**src/hw/vid_cmd_map.vh**
```
`ifndef VID_CMD_MAP_VH
`define VID_CMD_MAP_VH

// Bus address byte: 7-bit address plus write bit
`define ADDR_BYTE 8'h68

// Voltage codes
`define VOUT_LAST 7'h4C
`define VOUT_DEFAULT 7'h00

// Over-current limit codes and encodings
`define CODE_OC_FOUR 8'h6F
`define CODE_OC_ONE 8'hF0
`define CODE_OC_TWO 8'h71
`define CODE_OC_THREE 8'h72
`define OC_LEVEL_ONE 2'h0
`define OC_LEVEL_TWO 2'h1
`define OC_LEVEL_THREE 2'h2
`define OC_LEVEL_FOUR 2'h3
`define OC_DEFAULT 2'h1

// Over-temperature codes and encodings
`define CODE_OT_150 8'hF3
`define CODE_OT_130 8'h74
`define CODE_OT_170 8'hF5
`define OT_130 2'h0
`define OT_150 2'h1
`define OT_170 2'h2
`define OT_DEFAULT 2'h1

// Shutdown and start-up
`define CODE_SHUTDOWN 8'hF6
`define CODE_STARTUP 8'h77

// Power-good fault delay codes and encodings
`define CODE_PG_0US 8'h78
`define CODE_PG_10US 8'hF9
`define CODE_PG_20US 8'hFA
`define CODE_PG_40US 8'h7B
`define PG_0US 2'h0
`define PG_10US 2'h1
`define PG_20US 2'h2
`define PG_40US 2'h3
`define PG_DEFAULT 2'h1

// Slew rate: code range, encoding is N minus one
`define SLEW_FIRST 7'h61
`define SLEW_LAST 7'h68
`define SLEW_DEFAULT 3'h0

// Switching frequency codes and encodings
`define CODE_FSW_400 8'hFC
`define CODE_FSW_800 8'h7D
`define CODE_FSW_1200 8'h7E
`define FSW_400 2'h0
`define FSW_800 2'h1
`define FSW_1200 2'h2
`define FSW_DEFAULT 2'h1

// Byte framing
`define BITS_PER_BYTE 4'h8

// Register map
`define REG_CTRL 3'h0
`define REG_STATUS 3'h1
`define REG_VOUT 3'h2
`define REG_PROT 3'h3
`define REG_DYN 3'h4
`define REG_LAST_BYTE 3'h5
`define CTRL_RESET 1'h1
`define STAT_PARITY_BIT 2
`define STAT_CMD_BIT 3

`endif

```
**src/hw/vid_i2c_command_decoder.v**
```verilog
`timescale 1ns/1ps
`include "vid_cmd_map.vh"

module vid_i2c_command_decoder (
	input wire REF_CLK,
	input wire RESET_N,
	input wire SCL_IN,
	input wire SDA_IN,
	output wire SDA_OUT,
	output wire SDA_OE,
	input wire SOFT_START_DONE,
	output wire [6:0] VOUT_CODE,
	output wire [1:0] OVER_CURRENT_LIMIT,
	output wire [1:0] OVER_TEMP_THRESHOLD,
	output wire SHUTDOWN,
	output wire [1:0] PG_FAULT_DELAY,
	output wire [2:0] SLEW_SEL,
	output wire [1:0] FSW_SEL,
	input wire [2:0] REG_ADDR,
	input wire [7:0] REG_WDATA,
	input wire REG_WR,
	input wire REG_RD,
	output wire [7:0] REG_RDATA
);

	localparam S_IDLE = 3'h0;
	localparam S_ADDR = 3'h1;
	localparam S_ACK_ADDR = 3'h2;
	localparam S_DATA = 3'h3;
	localparam S_ACK_DATA = 3'h4;
	localparam S_IGNORE = 3'h5;

	reg scl_d_r;
	reg sda_d_r;
	reg [2:0] state_r;
	reg [2:0] state_nxt;
	reg [3:0] bit_cnt_r;
	reg [3:0] bit_cnt_nxt;
	reg [7:0] shift_r;
	reg [7:0] shift_nxt;
	reg ack_oe_r;
	reg ack_oe_nxt;
	reg [6:0] vout_r;
	reg [1:0] oc_r;
	reg [1:0] ot_r;
	reg shut_r;
	reg [1:0] pg_r;
	reg [2:0] slew_r;
	reg [1:0] fsw_r;
	reg enable_r;
	reg parity_fail_r;
	reg cmd_seen_r;
	reg [7:0] last_byte_r;
	reg [7:0] rdata_r;
	reg [7:0] rdata_nxt;

	wire start_cond;
	wire stop_cond;
	wire scl_rise;
	wire scl_fall;
	wire byte_full;
	wire parity_ok;
	wire [6:0] code;
	wire is_vout;
	wire is_slew;
	wire data_accept;
	wire [6:0] slew_off;
	wire status_clr_parity;
	wire status_clr_cmd;

	// Pins are already synchronous; one stage of history is enough for edges
	always @(posedge REF_CLK) begin
		if (!RESET_N) begin
			scl_d_r <= 1'b1;
			sda_d_r <= 1'b1;
		end else begin
			scl_d_r <= SCL_IN;
			sda_d_r <= SDA_IN;
		end
	end

	assign start_cond = SCL_IN & scl_d_r & sda_d_r & ~SDA_IN;
	assign stop_cond = SCL_IN & scl_d_r & ~sda_d_r & SDA_IN;
	assign scl_rise = SCL_IN & ~scl_d_r;
	assign scl_fall = ~SCL_IN & scl_d_r;
	assign byte_full = (bit_cnt_r == `BITS_PER_BYTE);

	assign code = shift_r[6:0];
	assign parity_ok = ~(^shift_r);
	assign is_vout = (code <= `VOUT_LAST);
	assign is_slew = (code >= `SLEW_FIRST) && (code <= `SLEW_LAST);
	assign slew_off = code - `SLEW_FIRST;
	// Data byte is decoded on the falling edge that ends its eighth bit
	assign data_accept = (state_r == S_DATA) && scl_fall && byte_full && parity_ok;

	// Bus framing
	always @* begin
		state_nxt = state_r;
		bit_cnt_nxt = bit_cnt_r;
		shift_nxt = shift_r;
		ack_oe_nxt = ack_oe_r;
		if (start_cond) begin
			state_nxt = S_ADDR;
			bit_cnt_nxt = 4'h0;
			ack_oe_nxt = 1'b0;
		end else if (stop_cond) begin
			state_nxt = S_IDLE;
			ack_oe_nxt = 1'b0;
		end else begin
			case (state_r)
				S_ADDR, S_DATA: begin
					if (scl_rise && !byte_full) begin
						shift_nxt = {shift_r[6:0], SDA_IN};
						bit_cnt_nxt = bit_cnt_r + 4'h1;
					end else if (scl_fall && byte_full) begin
						if (state_r == S_ADDR) begin
							if (enable_r && shift_r == `ADDR_BYTE) begin
								state_nxt = S_ACK_ADDR;
								ack_oe_nxt = 1'b1;
							end else begin
								state_nxt = S_IGNORE;
							end
						end else if (parity_ok) begin
							state_nxt = S_ACK_DATA;
							ack_oe_nxt = 1'b1;
						end else begin
							state_nxt = S_IGNORE;
						end
					end
				end
				S_ACK_ADDR, S_ACK_DATA: begin
					// Release on the falling edge that closes the acknowledge bit
					if (scl_fall) begin
						state_nxt = S_DATA;
						bit_cnt_nxt = 4'h0;
						ack_oe_nxt = 1'b0;
					end
				end
				S_IDLE, S_IGNORE: begin
					ack_oe_nxt = 1'b0;
				end
				default: begin
					state_nxt = S_IDLE;
					ack_oe_nxt = 1'b0;
				end
			endcase
		end
	end

	always @(posedge REF_CLK) begin
		if (!RESET_N) begin
			state_r <= S_IDLE;
			bit_cnt_r <= 4'h0;
			shift_r <= 8'h00;
			ack_oe_r <= 1'b0;
		end else begin
			state_r <= state_nxt;
			bit_cnt_r <= bit_cnt_nxt;
			shift_r <= shift_nxt;
			ack_oe_r <= ack_oe_nxt;
		end
	end

	// Command execution
	always @(posedge REF_CLK) begin
		if (!RESET_N) begin
			vout_r <= `VOUT_DEFAULT;
			oc_r <= `OC_DEFAULT;
			ot_r <= `OT_DEFAULT;
			shut_r <= 1'b0;
			pg_r <= `PG_DEFAULT;
			slew_r <= `SLEW_DEFAULT;
			fsw_r <= `FSW_DEFAULT;
		end else if (data_accept) begin
			if (is_vout) begin
				if (SOFT_START_DONE && !shut_r) begin
					vout_r <= code;
				end
			end else if (is_slew) begin
				slew_r <= slew_off[2:0];
			end else begin
				case (shift_r)
					`CODE_OC_FOUR: oc_r <= `OC_LEVEL_FOUR;
					`CODE_OC_ONE: oc_r <= `OC_LEVEL_ONE;
					`CODE_OC_TWO: oc_r <= `OC_LEVEL_TWO;
					`CODE_OC_THREE: oc_r <= `OC_LEVEL_THREE;
					`CODE_OT_150: ot_r <= `OT_150;
					`CODE_OT_130: ot_r <= `OT_130;
					`CODE_OT_170: ot_r <= `OT_170;
					`CODE_SHUTDOWN: begin
						if (SOFT_START_DONE) begin
							shut_r <= 1'b1;
							vout_r <= `VOUT_DEFAULT;
						end
					end
					`CODE_STARTUP: shut_r <= 1'b0;
					`CODE_PG_0US: pg_r <= `PG_0US;
					`CODE_PG_10US: pg_r <= `PG_10US;
					`CODE_PG_20US: pg_r <= `PG_20US;
					`CODE_PG_40US: pg_r <= `PG_40US;
					`CODE_FSW_400: fsw_r <= `FSW_400;
					`CODE_FSW_800: fsw_r <= `FSW_800;
					`CODE_FSW_1200: fsw_r <= `FSW_1200;
					default: begin
						// Unlisted code: acknowledged, no effect
					end
				endcase
			end
		end
	end

	// Register port: status flags clear on write of one, a new event wins
	assign status_clr_parity = REG_WR && (REG_ADDR == `REG_STATUS) && REG_WDATA[`STAT_PARITY_BIT];
	assign status_clr_cmd = REG_WR && (REG_ADDR == `REG_STATUS) && REG_WDATA[`STAT_CMD_BIT];

	always @(posedge REF_CLK) begin
		if (!RESET_N) begin
			enable_r <= `CTRL_RESET;
			parity_fail_r <= 1'b0;
			cmd_seen_r <= 1'b0;
			last_byte_r <= 8'h00;
			rdata_r <= 8'h00;
		end else begin
			if (REG_WR && REG_ADDR == `REG_CTRL) begin
				enable_r <= REG_WDATA[0];
			end
			if (state_r == S_DATA && scl_fall && byte_full && !parity_ok) begin
				parity_fail_r <= 1'b1;
			end else if (status_clr_parity) begin
				parity_fail_r <= 1'b0;
			end
			if (data_accept) begin
				cmd_seen_r <= 1'b1;
				last_byte_r <= shift_r;
			end else if (status_clr_cmd) begin
				cmd_seen_r <= 1'b0;
			end
			rdata_r <= rdata_nxt;
		end
	end

	// Read data stands only in the cycle after the read strobe
	always @* begin
		rdata_nxt = 8'h00;
		if (REG_RD) begin
			case (REG_ADDR)
				`REG_CTRL: rdata_nxt = {7'h00, enable_r};
				`REG_STATUS: rdata_nxt = {4'h0, cmd_seen_r, parity_fail_r, SOFT_START_DONE, shut_r};
				`REG_VOUT: rdata_nxt = {1'b0, vout_r};
				`REG_PROT: rdata_nxt = {2'h0, pg_r, ot_r, oc_r};
				`REG_DYN: rdata_nxt = {3'h0, fsw_r, slew_r};
				`REG_LAST_BYTE: rdata_nxt = last_byte_r;
				default: rdata_nxt = 8'h00;
			endcase
		end
	end

	// Open drain: the pin is only ever pulled low
	assign SDA_OUT = 1'b0;
	assign SDA_OE = ack_oe_r;
	assign VOUT_CODE = vout_r;
	assign OVER_CURRENT_LIMIT = oc_r;
	assign OVER_TEMP_THRESHOLD = ot_r;
	assign SHUTDOWN = shut_r;
	assign PG_FAULT_DELAY = pg_r;
	assign SLEW_SEL = slew_r;
	assign FSW_SEL = fsw_r;
	assign REG_RDATA = rdata_r;

endmodule // vid_i2c_command_decoder

```
**config.mk**
```make
export PLATFORM = sky130hd
export DESIGN_NAME = vid_i2c_command_decoder
export DESIGN_NICKNAME = d
export VERILOG_FILES = /design/src/hw/vid_i2c_command_decoder.v
export VERILOG_INCLUDE_DIRS = /design/src /design/src/hw
export SDC_FILE = /design/constraint.sdc
export NUM_CORES = 1
export LEC_CHECK = 0
export BUFFER_PORTS_ARGS = -buffer_cell sky130_fd_sc_hd__buf_4
export CORE_ASPECT_RATIO = 0.5
export CORE_MARGIN = 1
export CORE_UTILIZATION = 28
export CTS_CLUSTER_SIZE = 10
export DETAILED_ROUTE_END_ITERATION = 10
export GPL_ROUTABILITY_DRIVEN = 0
export GPL_TIMING_DRIVEN = 1
export PLACE_DENSITY = 0.55
export REMOVE_ABC_BUFFERS = 1
export SETUP_SLACK_MARGIN = 0.15
export SLEW_MARGIN = 20
export SYNTH_ARGS = -nofsm -noshare
export SYNTH_HDL_FRONTEND = slang
export SYNTH_SLANG_ARGS = --single-unit
```
**constraint.sdc**
```tcl
create_clock -name REF_CLK -period 2.9 [get_ports REF_CLK]
set_input_delay 0.58 -clock REF_CLK [delete_from_list [all_inputs] [get_ports REF_CLK]]
set_output_delay 0.58 -clock REF_CLK [all_outputs]
set_load 0.01 [all_outputs]
```
## After elaboration in Yosys (flattened, before gate mapping)

Index checks and enable logic that the tools add are counted.

| word-level totals | value |
|---|---|
| flip-flop bits (word level) | 56 |
| word-level logic and storage cells | 164 |

| operators by class | value |
|---|---|
| equality and inequality tests | 41 |
| reductions and logical operators | 46 |
| order comparisons | 3 |
| bitwise operators | 18 |
| add/sub/neg operators | 2 |
| muxes and demuxes | 35 |

Operators by type and width:

| cell | number |
|---|---|
| $eq 8x7->1 const B | 10 |
| $eq 8x8->1 const B | 7 |
| $pmux 8 s6 | 1 |
| $mux 7 | 5 |
| $reduce_and 4->1 | 8 |
| $pmux 2 s4 | 2 |
| $mux 3 | 5 |
| $reduce_and 5->1 | 3 |
| $le 7x7->1 const B | 2 |
| $mux 1 | 14 |
| $logic_and 1x1->1 | 13 |
| $eq 3x2->1 const B | 4 |
| $eq 3x3->1 const B | 4 |
| $ne 2x2->1 const B | 6 |
| $ne 4x4->1 const B | 3 |
| $pmux 2 s3 | 2 |
| $reduce_bool 2->1 | 6 |
| $not 1->1 | 11 |
| $ne 3x3->1 const B | 3 |
| $pmux 3 s3 | 1 |
| $mux 4 | 2 |
| $pmux 4 s2 | 1 |
| $reduce_bool 4->1 | 2 |
| $reduce_or 2->1 | 4 |
| other kinds (15) | 26 |

## Longest topological paths before layout

Gate-level depths: netlist (run 1).

| logic depth | value |
|---|---|
| depth after elaboration | 9 |
| depth in mapped cells | 8 |
| gate-level depth less buffers | 7 |

## Worst setup path after synthesis (run 1)

OpenSTA, ideal clock, no wires.

| timing path | value |
|---|---|
| path kind | reg2reg |
| start point | register shift_r[2] |
| end point | register vout_r[0] (netlist: VOUT_CODE[0]) |
| data arrival time | 2.126 ns |
| setup slack | 0.699 ns |
| stages on the path, launching flop included | 9 |
| cell sequence | dfxtp_1 > inv_1 > ha_1 > xnor2_1 > xor2_1 > buf_2 > nor4_1 > nand2_1 > o22ai_1 |

| on the way | value |
|---|---|
| word-level cells in the longest chain between the ends | 4 |

RTL lines:

| element | RTL line | text |
|---|---|---|
| start: declaration | vid_i2c_command_decoder.v:39 | `reg [7:0] shift_r;` |
| start signal: assignment | vid_i2c_command_decoder.v:159 | `shift_r <= shift_nxt;` |
| $ge 7x7->1 (no source line) (tied with other cells) | -- |  |
| $logic_and 1x1->1 or $not 1->1 (tied branches) | vid_i2c_command_decoder.v:91, vid_i2c_command_decoder.v:89 |  |
| $ne 2x2->1 (no source line) or $logic_and 1x1->1 (tied branches) | -- |  |
| $reduce_and 5->1 (no source line) | -- |  |
| end signal: assignment | vid_i2c_command_decoder.v:167 | `` vout_r <= `VOUT_DEFAULT; `` |
| end signal: assignment | vid_i2c_command_decoder.v:177 | `vout_r <= code;` |
| end signal: assignment | vid_i2c_command_decoder.v:193 | `` vout_r <= `VOUT_DEFAULT; `` |
| end: declaration | vid_i2c_command_decoder.v:43 | `reg [6:0] vout_r;` |

Several ways; a longest one is shown, not always the timed one.
A chain may end at the register's enable or synchronous reset.

## Worst setup path after layout (run 1)

| timing path | value |
|---|---|
| start point | register shift_r[0] |
| end point | register pg_r[1] (netlist: PG_FAULT_DELAY[1]) |

| on the way | value |
|---|---|
| word-level cells in the longest chain between the ends | 4 |

RTL lines:

| element | RTL line | text |
|---|---|---|
| $ge 7x7->1 (no source line) (tied with other cells) | -- |  |
| $logic_and 1x1->1 or $not 1->1 (tied branches) | vid_i2c_command_decoder.v:91, vid_i2c_command_decoder.v:89 |  |
| $not 1->1 (no source line) or $logic_and 1x1->1 (tied branches) | -- |  |
| $reduce_and 4->1 (no source line) | -- |  |
| end signal: assignment | vid_i2c_command_decoder.v:171 | `` pg_r <= `PG_DEFAULT; `` |
| end signal: assignment | vid_i2c_command_decoder.v:197 | `` `CODE_PG_0US: pg_r <= `PG_0US; `` |
| end signal: assignment | vid_i2c_command_decoder.v:198 | `` `CODE_PG_10US: pg_r <= `PG_10US; `` |
| end: declaration | vid_i2c_command_decoder.v:47 | `reg [1:0] pg_r;` |

Several ways; a longest one is shown, not always the timed one.

==> out/qor.csv, run 1 <==
metric,value,unit
outcome,finished clean,
crit_end,PG_FAULT_DELAY[1]$_SDFFE_PN0P_,
combPwrFrac,6.6,%
cp.required,3.13,ns
intPower,1.142,mW
drc,0,
synth-edff-count,0,
num-nets-final,444,
path_clk_slew,0.07,ns
met1_length,4321,um
clkPwrFrac,41.8,%
grt-ovfl-total,0,
slew_headroom,64.99,%
drt_wl_total,8439,um
core_area,10480,um2
via_per_inst,5.044,
clk_path_buf_depth,2,
grt_setup_unrepaired,false,
pwr-share-seq,51.7,%
final_common_cell,dfxtp_1,
cp.arrival,2.72,ns
die_h,76.40,um
cts_tree,done,
synth_area,3099,um2
p_switching,368.3,uW
peakVddDrop,0.2005,mV
dr.pass1.iters,5,
fin_tns_setup,0,ns
maxSlewViolCount,0,
fill_cells,1104,
htreeDepth,2,
start_util,29.59,%
die_x,150.8,um
dpl.hpwl,6337,um
setup_viol,0,
min_path_type,reg2reg,
drtIter0Drc,226,
cts_made_buffers,5,
ys_warn_count,0,
cap_violations,0,
final_cell_mix,"dfxtp_1, nand2_1, buf_4",
synth_flop_cell,dfxtp_1,
cts-hold-fix-buffers,0,
ant_nets,0,
netlist_instances,371,
wl_met2,3644,um
routed-wl-met3,380,um
cts_setup_buffers,0,
dr_total_vias,2774,
r2r-start,shift_r[0]$_SDFFE_PN0P_,
antenna_found_initial,0,
worstSetupStartpoint,shift_r[0]$_SDFFE_PN0P_,
ys_ff_latch,56,
final_cells,550,
skew,0.008070,ns
period_minus_slack,2.482,ns
fmax,402.9,MHz
tightest_slew,0.5223,ns
boundaryPins,47,
clockRootBuffer,clkbuf_16,
grt_pass1_vias,2607,
syn-mean-instance-area,8.354,um2
reg2reg_to,PG_FAULT_DELAY[1]$_SDFFE_PN0P_,
seq_area_frac_synth,36.17,%
wl_per_cell,15.34,um
final_util,35.45,%
grt_max_degree,27,
cp-end-kind,flop,
leakage,1.355,nW
grtUsageTotal,15.46,%
cts-resized-gates,0,
routed.top_layer,met4,
path_max_fanout,16,
timing.final.crit_share,85.60,%
power_density,406.7,nW/um2
grt_first_pass_wirelength,13810,um
clock_latency,0.30,ns
swShare,24.39,%
synth_cell_types,64,
dp.cells,542,
hold_viol,0,
drive_gt1_share,19.02,%
syn_to_final_growth,19.82,%
async_flop_share,0,%
fp-row-count,26,
critPathLaunchType,flop,
io_buffers,40,
r2r.worst_path.cells,7,
reg2reg_setup_slack,0.42,ns
die-area,11520,um2
path_class,reg2reg,
insertedDiodeCount,0,
clock_sinks,56,
-- synthesized netlist by cell type (3+ instances only) --
| cell | n | area (um2) |
|---|---|---|
| nor3b_1 | 3 | 22.52 |
| nor3_1 | 11 | 55.05 |
| buf_2 | 6 | 30.03 |
| a22oi_1 | 5 | 37.54 |
| o31ai_1 | 3 | 22.52 |
| nand2b_1 | 5 | 31.28 |
| mux2i_1 | 7 | 70.07 |
| inv_1 | 14 | 52.55 |
| nand3_1 | 10 | 50.05 |
| mux2_2 | 5 | 56.30 |
| nand4_1 | 4 | 25.02 |
| dfxtp_1 | 56 | 1121 |
| a311oi_1 | 3 | 26.28 |
| nor2b_1 | 5 | 31.28 |
| nand2_1 | 49 | 183.9 |
| o211ai_1 | 5 | 37.54 |
| xor2_1 | 3 | 26.28 |
| o21ai_0 | 10 | 50.05 |
| a21oi_1 | 40 | 200.2 |
| xnor2_1 | 3 | 26.28 |
| and3_1 | 4 | 25.02 |
| a31oi_1 | 3 | 18.77 |
| o22a_1 | 3 | 26.28 |
| ha_1 | 17 | 212.7 |
| o21ai_1 | 5 | 25.02 |
| clkbuf_1 | 11 | 41.29 |
| a211oi_1 | 4 | 30.03 |
| nor2_1 | 25 | 93.84 |
| o22ai_1 | 7 | 43.79 |
-- worst max-delay path, stage by stage (launching register included) --
cell	delay, ns
dfxtp_1	0.46
inv_1	0.19
ha_1	0.36
xnor2_1	0.31
xnor2_2	0.21
o2111ai_4	0.31
or3_1	0.44
a21oi_1	0.14
-- worst min path at each step --
stage                           startpoint                         to  slack (ns)  depth (start not counted)
2_1_floorplan  last_byte_r[7]$_SDFFE_PN0P_    REG_RDATA[7]$_SDFF_PN0_        0.42                          2
3_3_place_gp       cmd_seen_r$_SDFFE_PN0P_    cmd_seen_r$_SDFFE_PN0P_        0.46                          2
3_5_place_dp       cmd_seen_r$_SDFFE_PN0P_    cmd_seen_r$_SDFFE_PN0P_        0.46                          2
4_1_cts            cmd_seen_r$_SDFFE_PN0P_    cmd_seen_r$_SDFFE_PN0P_        0.47                          2
5_1_grt        last_byte_r[7]$_SDFFE_PN0P_    REG_RDATA[7]$_SDFF_PN0_        0.49                          2
6_report         VOUT_CODE[4]$_SDFFE_PN0P_  VOUT_CODE[4]$_SDFFE_PN0P_        0.47                          2
-- stage by stage --
stage	worst slack, ns	hold WS (ns)	total power [mW]	cell area (um2)
floorplan	0.6123	0.4235	0.8489	3020
global route	0.2281	0.4917	1.576	3714
detailed placement	0.4391	0.4585	0.8984	3563
CTS	0.4224	0.4712	1.529	3714
finish	0.4177	0.4700	1.510	3714
global placement	0.4608	0.4559	0.8988	3563
-- layout make-up --
cell class / count / area [um2] / share of cell area, %
clock inverter: 3 / 25.02 / 0.6739
inverter: 15 / 56.30 / 1.516
tap: 140 / 175.2 / 4.717
multi-input combinational: 282 / 1843 / 49.63
clock buffer: 5 / 125.1 / 3.369
sequential: 56 / 1121 / 30.19
timing repair buffer: 49 / 367.9 / 9.906
-- power groups by stage --
stage / logic, mW / clock network, mW / registers, mW
floorplan: 0.0505 / 0 / 0.798
global placement: 0.100 / 0 / 0.799
detailed placement: 0.0995 / 0 / 0.799
CTS: 0.0998 / 0.649 / 0.781
global route: 0.110 / 0.685 / 0.782
finish: 0.0990 / 0.631 / 0.781
-- cell families (layout without fill, tap and decap cells) --
logic type / after synthesis / count (layout) / synth area share, %
adder cells (fa/ha/maj): 17 / 17 / 6.863
other: 1 / 1 / 0.1210
AND/OR/NAND/NOR: 139 / 139 / 23.70
multiplexers: 12 / 12 / 4.077
XOR/XNOR: 7 / 7 / 2.221
flip-flops: 56 / 56 / 36.17
buffers and inverters: 33 / 72 / 4.360
AO/OA/AOI/OAI: 106 / 106 / 22.49
-- per-layer routing --
layer	vias up	track usage, %
li1	1410	-
met1	1300	22.27
met2	55	23.17
met3	9	3.234
met4	0	3.900
met5	-	0
-- registers in the layout (all words and copies together), names as in the netlist --
name / count
bit_cnt_r: 4
parity_fail_r: 1
SDA_OE: 1
sda_d_r: 1
OVER_CURRENT_LIMIT: 2
state_r: 3
SHUTDOWN: 1
cmd_seen_r: 1
SLEW_SEL: 3
OVER_TEMP_THRESHOLD: 2
VOUT_CODE: 7
shift_r: 8
FSW_SEL: 2
enable_r: 1
last_byte_r: 8
PG_FAULT_DELAY: 2
scl_d_r: 1
REG_RDATA: 8
Power figures use the tool's default switching activity.
==> run 2: changes to the inputs <==
Clock period 2.9 ns to 2.45 ns, I/O delays scaled along.
==> run 2 against run 1 <==
Clock power increased by 17%; critical path depth unchanged; utilization increased by 0.73 points; global-route usage increased by 0.15 points; total power increased by 18%; critical endpoint is now OVER_TEMP_THRESHOLD[0]$_SDFFE_PN1P_; largest cell class unchanged.
==> out/qor.csv, run 2 (same netlist as run 1, synthesis figures left out) <==
metric,value,unit,change
path_clk_slew,0.07,ns,about the same
clk_path_buf_depth,2,,unchanged
fin_tns_setup,0,ns,unchanged
dp.cells,549,,+1.3%
drive_gt1_share,21.29,%,+2.3 points
grt_first_pass_wirelength,13630,um,-1.3%
period_minus_slack,2.163,ns,-0.3192 ns
num-nets-final,452,,+1.8%
path_max_fanout,9,,-7
hold_viol,0,,unchanged
start_util,29.59,%,unchanged
skew,0.009907,ns,+0.001838 ns
dr_total_vias,2795,,+0.76%
drt_wl_total,8503,um,+0.76%
via_per_inst,5.009,,-0.69%
clockRootBuffer,clkbuf_16,,
die_h,76.40,um,unchanged
fmax,462.3,MHz,+15%
path_class,reg2reg,,
cp.arrival,2.35,ns,-0.37 ns
fp-row-count,26,,unchanged
antenna_found_initial,0,,unchanged
insertedDiodeCount,0,,unchanged
cap_violations,0,,unchanged
min_path_type,in2reg,,
peakVddDrop,0.1986,mV,-0.93%
die-area,11520,um2,unchanged
slew_headroom,64.29,%,-0.70 points
stdcell_area,3790,um2,+2.1%
critPathLaunchType,flop,,
final_common_cell,buf_4,,
cts_made_buffers,5,,unchanged
syn_to_final_growth,22.28,%,
io_buffers,40,,unchanged
ant_nets,0,,unchanged
dr.pass1.iters,4,,-1
outcome,finished clean,,
grt_pass1_vias,2485,,-4.7%
cp.required,2.64,ns,-0.49 ns
fill_cells,1146,,+3.8%
clock_latency,0.30,ns,about the same
cp-end-kind,flop,,
maxSlewViolCount,0,,unchanged
final_cells,558,,+1.5%
core_area,10480,um2,unchanged
boundaryPins,47,,unchanged
wl_per_cell,15.24,um,-0.69%
leakage,1.394,nW,+2.9%
clock_sinks,56,,unchanged
power_density,471.2,nW/um2,+16%
grt-ovfl-total,0,,unchanged
setup_slack,0.2869,ns,-0.1308 ns
drc,0,,unchanged
setup_viol,0,,unchanged
place_ws,0.1464,ns,-0.2927 ns
die_x,150.8,um,unchanged
grtUsageTotal,15.61,%,+0.15 points
timing.final.crit_share,88.29,%,+2.7 points
grt_setup_unrepaired,false,,
htreeDepth,2,,unchanged
dpl.hpwl,6459,um,+1.9%
place_area,3616,um2,+1.5%
drtIter0Drc,173,,-23%
grt_max_degree,27,,unchanged
cts_tree,done,,
final_cell_mix,"buf_4, dfxtp_1, nand2_1",,
tightest_slew,0.5284,ns,+0.006046 ns
==> run 2: cell count changes in the layout (fill, tap and decap cells not counted), sizes merged <==
cell / before / now
buf: 49 / 57
==> run 2: worst max-delay path: stages (launching register included) <==
cell and delay, ns:
dfxtp_1 0.34, inv_1 0.13, ha_1 0.37, xnor2_2 0.18
xnor2_2 0.27, o2111ai_4 0.24, buf_4 0.23, o31a_1 0.28
==> run 2: metal layers <==
layer  global-route usage, %  up-vias  part of all wire (%)
met5                       0        -                     0
met4                   3.200        0                  0.72
met3                   4.611        6                   5.3
met2                   21.51       67                    42
met1                   23.43     1286                    52
li1                        -     1436                     -
==> run 2: power breakdown <==
part	leakage, nW	internal, mW	switching (mW)
logic	0.871	0.0502	0.0724
clock network	0.0708	0.387	0.352
registers	0.452	0.917	0.00741
==> run 2: layout make-up <==
type | instances | area, um2 | share of cell area [%]
multi-input cells | 282 | 1859 | 49.06
flip-flops and latches | 56 | 1121 | 29.58
repair buffers | 57 | 427.9 | 11.29
well taps | 140 | 175.2 | 4.622
clock buffers | 5 | 125.1 | 3.301
inverters | 15 | 56.30 | 1.486
clock inverters | 3 | 25.02 | 0.6603
==> run 2: worst paths after layout <==
path,startpoint,endpoint,slack (ns),cells past startpoint
worst max-delay path,shift_r[1]$_SDFFE_PN0P_,OVER_TEMP_THRESHOLD[0]$_SDFFE_PN1P_,0.29,7
worst min-delay path,REG_WDATA[0],enable_r$_SDFFE_PN1P_,0.41,3
worst max register to register,shift_r[1]$_SDFFE_PN0P_,OVER_TEMP_THRESHOLD[0]$_SDFFE_PN1P_,0.29,7
worst min register to register,cmd_seen_r$_SDFFE_PN0P_,cmd_seen_r$_SDFFE_PN0P_,0.46,2
==> run 2: through the flow <==
stage	hold slack, ns	utilization (%)	total power, mW
6_report	0.4097	36.18	1.786
5_1_grt	0.4164	36.18	1.892
4_1_cts	0.4056	35.98	1.814
3_5_place_dp	0.4500	34.52	1.068
3_3_place_gp	0.4497	34.52	1.067
2_1_floorplan	0.4235	-	1.005
==> run 2: timing repair <==
item | 4_1_cts | 5_1_grt
endpoints found under the setup margin | 2 | 17
buffers inserted | 0 | 1
pin swaps | 1 | 1
gates cloned | 0 | 0
hold buffers | 0 | 0
resized for setup | 1 | 2
==> run 3: changes to the inputs <==
Settings changed: MAX_ROUTING_LAYER set to met4, PLACE_DENSITY 0.55 to unset.
==> run 3 against run 2 <==
Final cell count is 0.72% higher; design area is 1.1% higher; maximum frequency hardly changed; utilization is 0.38 points higher; first-iteration DRC count is 87% higher; die area stayed put; critical path type unchanged; largest power group unchanged.
==> out/qor.csv, run 3 (same netlist as run 1, synthesis figures left out) <==
metric,value,unit,change
final_common_cell,buf_4,,
cts_setup_buffers,0,,unchanged
clockRootBuffer,clkbuf_16,,
dr_total_vias,2858,,+2.3%
leakage,1.418,nW,+1.7%
cts-resized-gates,0,,-1
period_minus_slack,2.163,ns,+0.0001170 ns
final_cell_mix,"buf_4, dfxtp_1, nand2_1",,
crit_top_cell,xnor2_2,,
syn_to_final_growth,23.58,%,
htreeDepth,2,,unchanged
via_per_inst,5.085,,+1.5%
drive_gt1_share,22.27,%,+0.98 points
cp-end-kind,flop,,
worst-path-stages,8,,+1
grt_max_degree,21,,-22%
cp.arrival,2.40,ns,+0.05 ns
grt_setup_unrepaired,false,,
stdcell_area,3830,um2,+1.1%
antenna_found_initial,0,,unchanged
ant_nets,0,,unchanged
cpPeakStageDelay,0.34,ns,-0.03 ns
die_x,150.8,um,unchanged
cts-hold-fix-buffers,0,,unchanged
worst_path_max_delay_cell,ha_1,,
slew_headroom,56.23,%,-8.1 points
grt-ovfl-total,0,,unchanged
clk_path_buf_depth,2,,unchanged
crit_family,XOR/XNOR gates,,
boundaryPins,47,,unchanged
drt_wl_total,8473,um,-0.35%
core_area,10480,um2,unchanged
crit_buf_inv,2,,unchanged
r2r-start,shift_r[3]$_SDFFE_PN0P_,,
outcome,finished clean,,
cap_violations,0,,unchanged
place_ws,0.1913,ns,+0.04483 ns
io_buffers,40,,unchanged
timing.final.crit_share,88.30,%,about the same
grt_pass1_vias,2648,,+6.6%
insertedDiodeCount,0,,unchanged
path_max_fanout,6,,-3
dpl.hpwl,6508,um,+0.76%
wl_per_cell,15.08,um,-1.1%
tightest_slew,0.6526,ns,+0.1242 ns
maxSlewViolCount,0,,unchanged
fmax,462.3,MHz,about the same
num-nets-final,456,,+0.88%
clock_latency,0.31,ns,about the same
cts_tree,done,,
path_clk_slew,0.08,ns,about the same
drtIter0Drc,324,,+87%
r2r.worst_path.cells,8,,+1
crit_end,VOUT_CODE[5]$_SDFFE_PN0P_,,
reg2reg_setup_slack,0.29,ns,about the same
grtUsageTotal,16.04,%,+0.42 points
critPathLaunchType,flop,,
die_h,76.40,um,unchanged
setup_slack,0.2867,ns,-0.0001170 ns
power_density,466.4,nW/um2,-1.0%
path_class,reg2reg,,
die-area,11520,um2,unchanged
fin_tns_setup,0,ns,unchanged
drc,0,,unchanged
path_cells,inv_1 > ha_1 > xnor2_2 > xnor2_2 > nand2_2 > a211oi_2 > buf_4 > mux2i_1,,
fill_cells,1081,,-5.7%
grt_first_pass_wirelength,13850,um,+1.6%
hold_viol,0,,unchanged
peakVddDrop,0.2318,mV,+17%
cp.required,2.69,ns,+0.05 ns
clock_sinks,56,,unchanged
reg2reg_to,VOUT_CODE[5]$_SDFFE_PN0P_,,
cts_made_buffers,5,,unchanged
setup_viol,0,,unchanged
skew,0.01314,ns,+0.003237 ns
min_path_type,in2reg,,
dr.pass1.iters,4,,unchanged
fp-row-count,26,,unchanged
start_util,29.59,%,unchanged
worstSetupStartpoint,shift_r[3]$_SDFFE_PN0P_,,
place_area,3654,um2,+1.0%
==> run 3: area by class of cell <==
type	count	area, um2	area share [%]
tap	140	175.2	4.574
clock buffer	5	125.1	3.267
timing repair buffer	61	457.9	11.96
inverter	15	56.30	1.470
multi-input combinational	282	1872	48.87
sequential	56	1121	29.27
clock inverter	3	22.52	0.5880
==> run 3: worst min-delay path by stage <==
stage | slack (ns) | end | startpoint | cells after the start
detailed placement | 0.45 | REG_RDATA[7]$_SDFF_PN0_ | last_byte_r[7]$_SDFFE_PN0P_ | 2
global placement | 0.45 | REG_RDATA[7]$_SDFF_PN0_ | last_byte_r[7]$_SDFFE_PN0P_ | 2
finish | 0.41 | enable_r$_SDFFE_PN1P_ | REG_WDATA[0] | 3
floorplan | 0.42 | REG_RDATA[7]$_SDFF_PN0_ | last_byte_r[7]$_SDFFE_PN0P_ | 2
CTS | 0.41 | enable_r$_SDFFE_PN1P_ | REG_WDATA[0] | 3
global route | 0.42 | enable_r$_SDFFE_PN1P_ | REG_WDATA[0] | 3
==> run 3: per-stage QoR <==
| stage | std cells | total power, mW | util, % | hold WS, ns |
|---|---|---|---|---|
| finish | 562 | 1.786 | 36.56 | 0.4088 |
| global route | 562 | 1.860 | 36.56 | 0.4192 |
| CTS | 562 | 1.802 | 36.29 | 0.4053 |
| detailed placement | 554 | 1.068 | 34.88 | 0.4456 |
| global placement | 554 | 1.067 | 34.88 | 0.4475 |
| floorplan | 353 | 1.005 | - | 0.4235 |
==> run 3: where the power goes <==
| part | internal, mW | total, mW | leakage [nW] | switching, mW |
|---|---|---|---|---|
| clock network | 0.384 | 0.738 | 0.0742 | 0.354 |
| registers | 0.917 | 0.924 | 0.452 | 0.00720 |
| logic | 0.0510 | 0.124 | 0.891 | 0.0732 |
| total | 1.35 | 1.79 | 1.42 | 0.435 |
==> run 3: worst min-delay path, stage by stage <==
cell	delay (ns)
buf_4	0.07
mux2i_1	0.05
nand2_1	0.06
==> run 3: metal layers <==
| metal | wire length (um) | share of wire (%) | up-vias | GRT usage [%] |
|---|---|---|---|---|
| met3 | 348 | 4.1 | 9 | 3.234 |
| met5 | 0 | 0 | - | - |
| met1 | 4350 | 51 | 1362 | 22.44 |
| li1 | - | - | 1432 | - |
| met4 | 102 | 1.2 | 0 | 4.300 |
| met2 | 3671 | 43 | 55 | 23.21 |
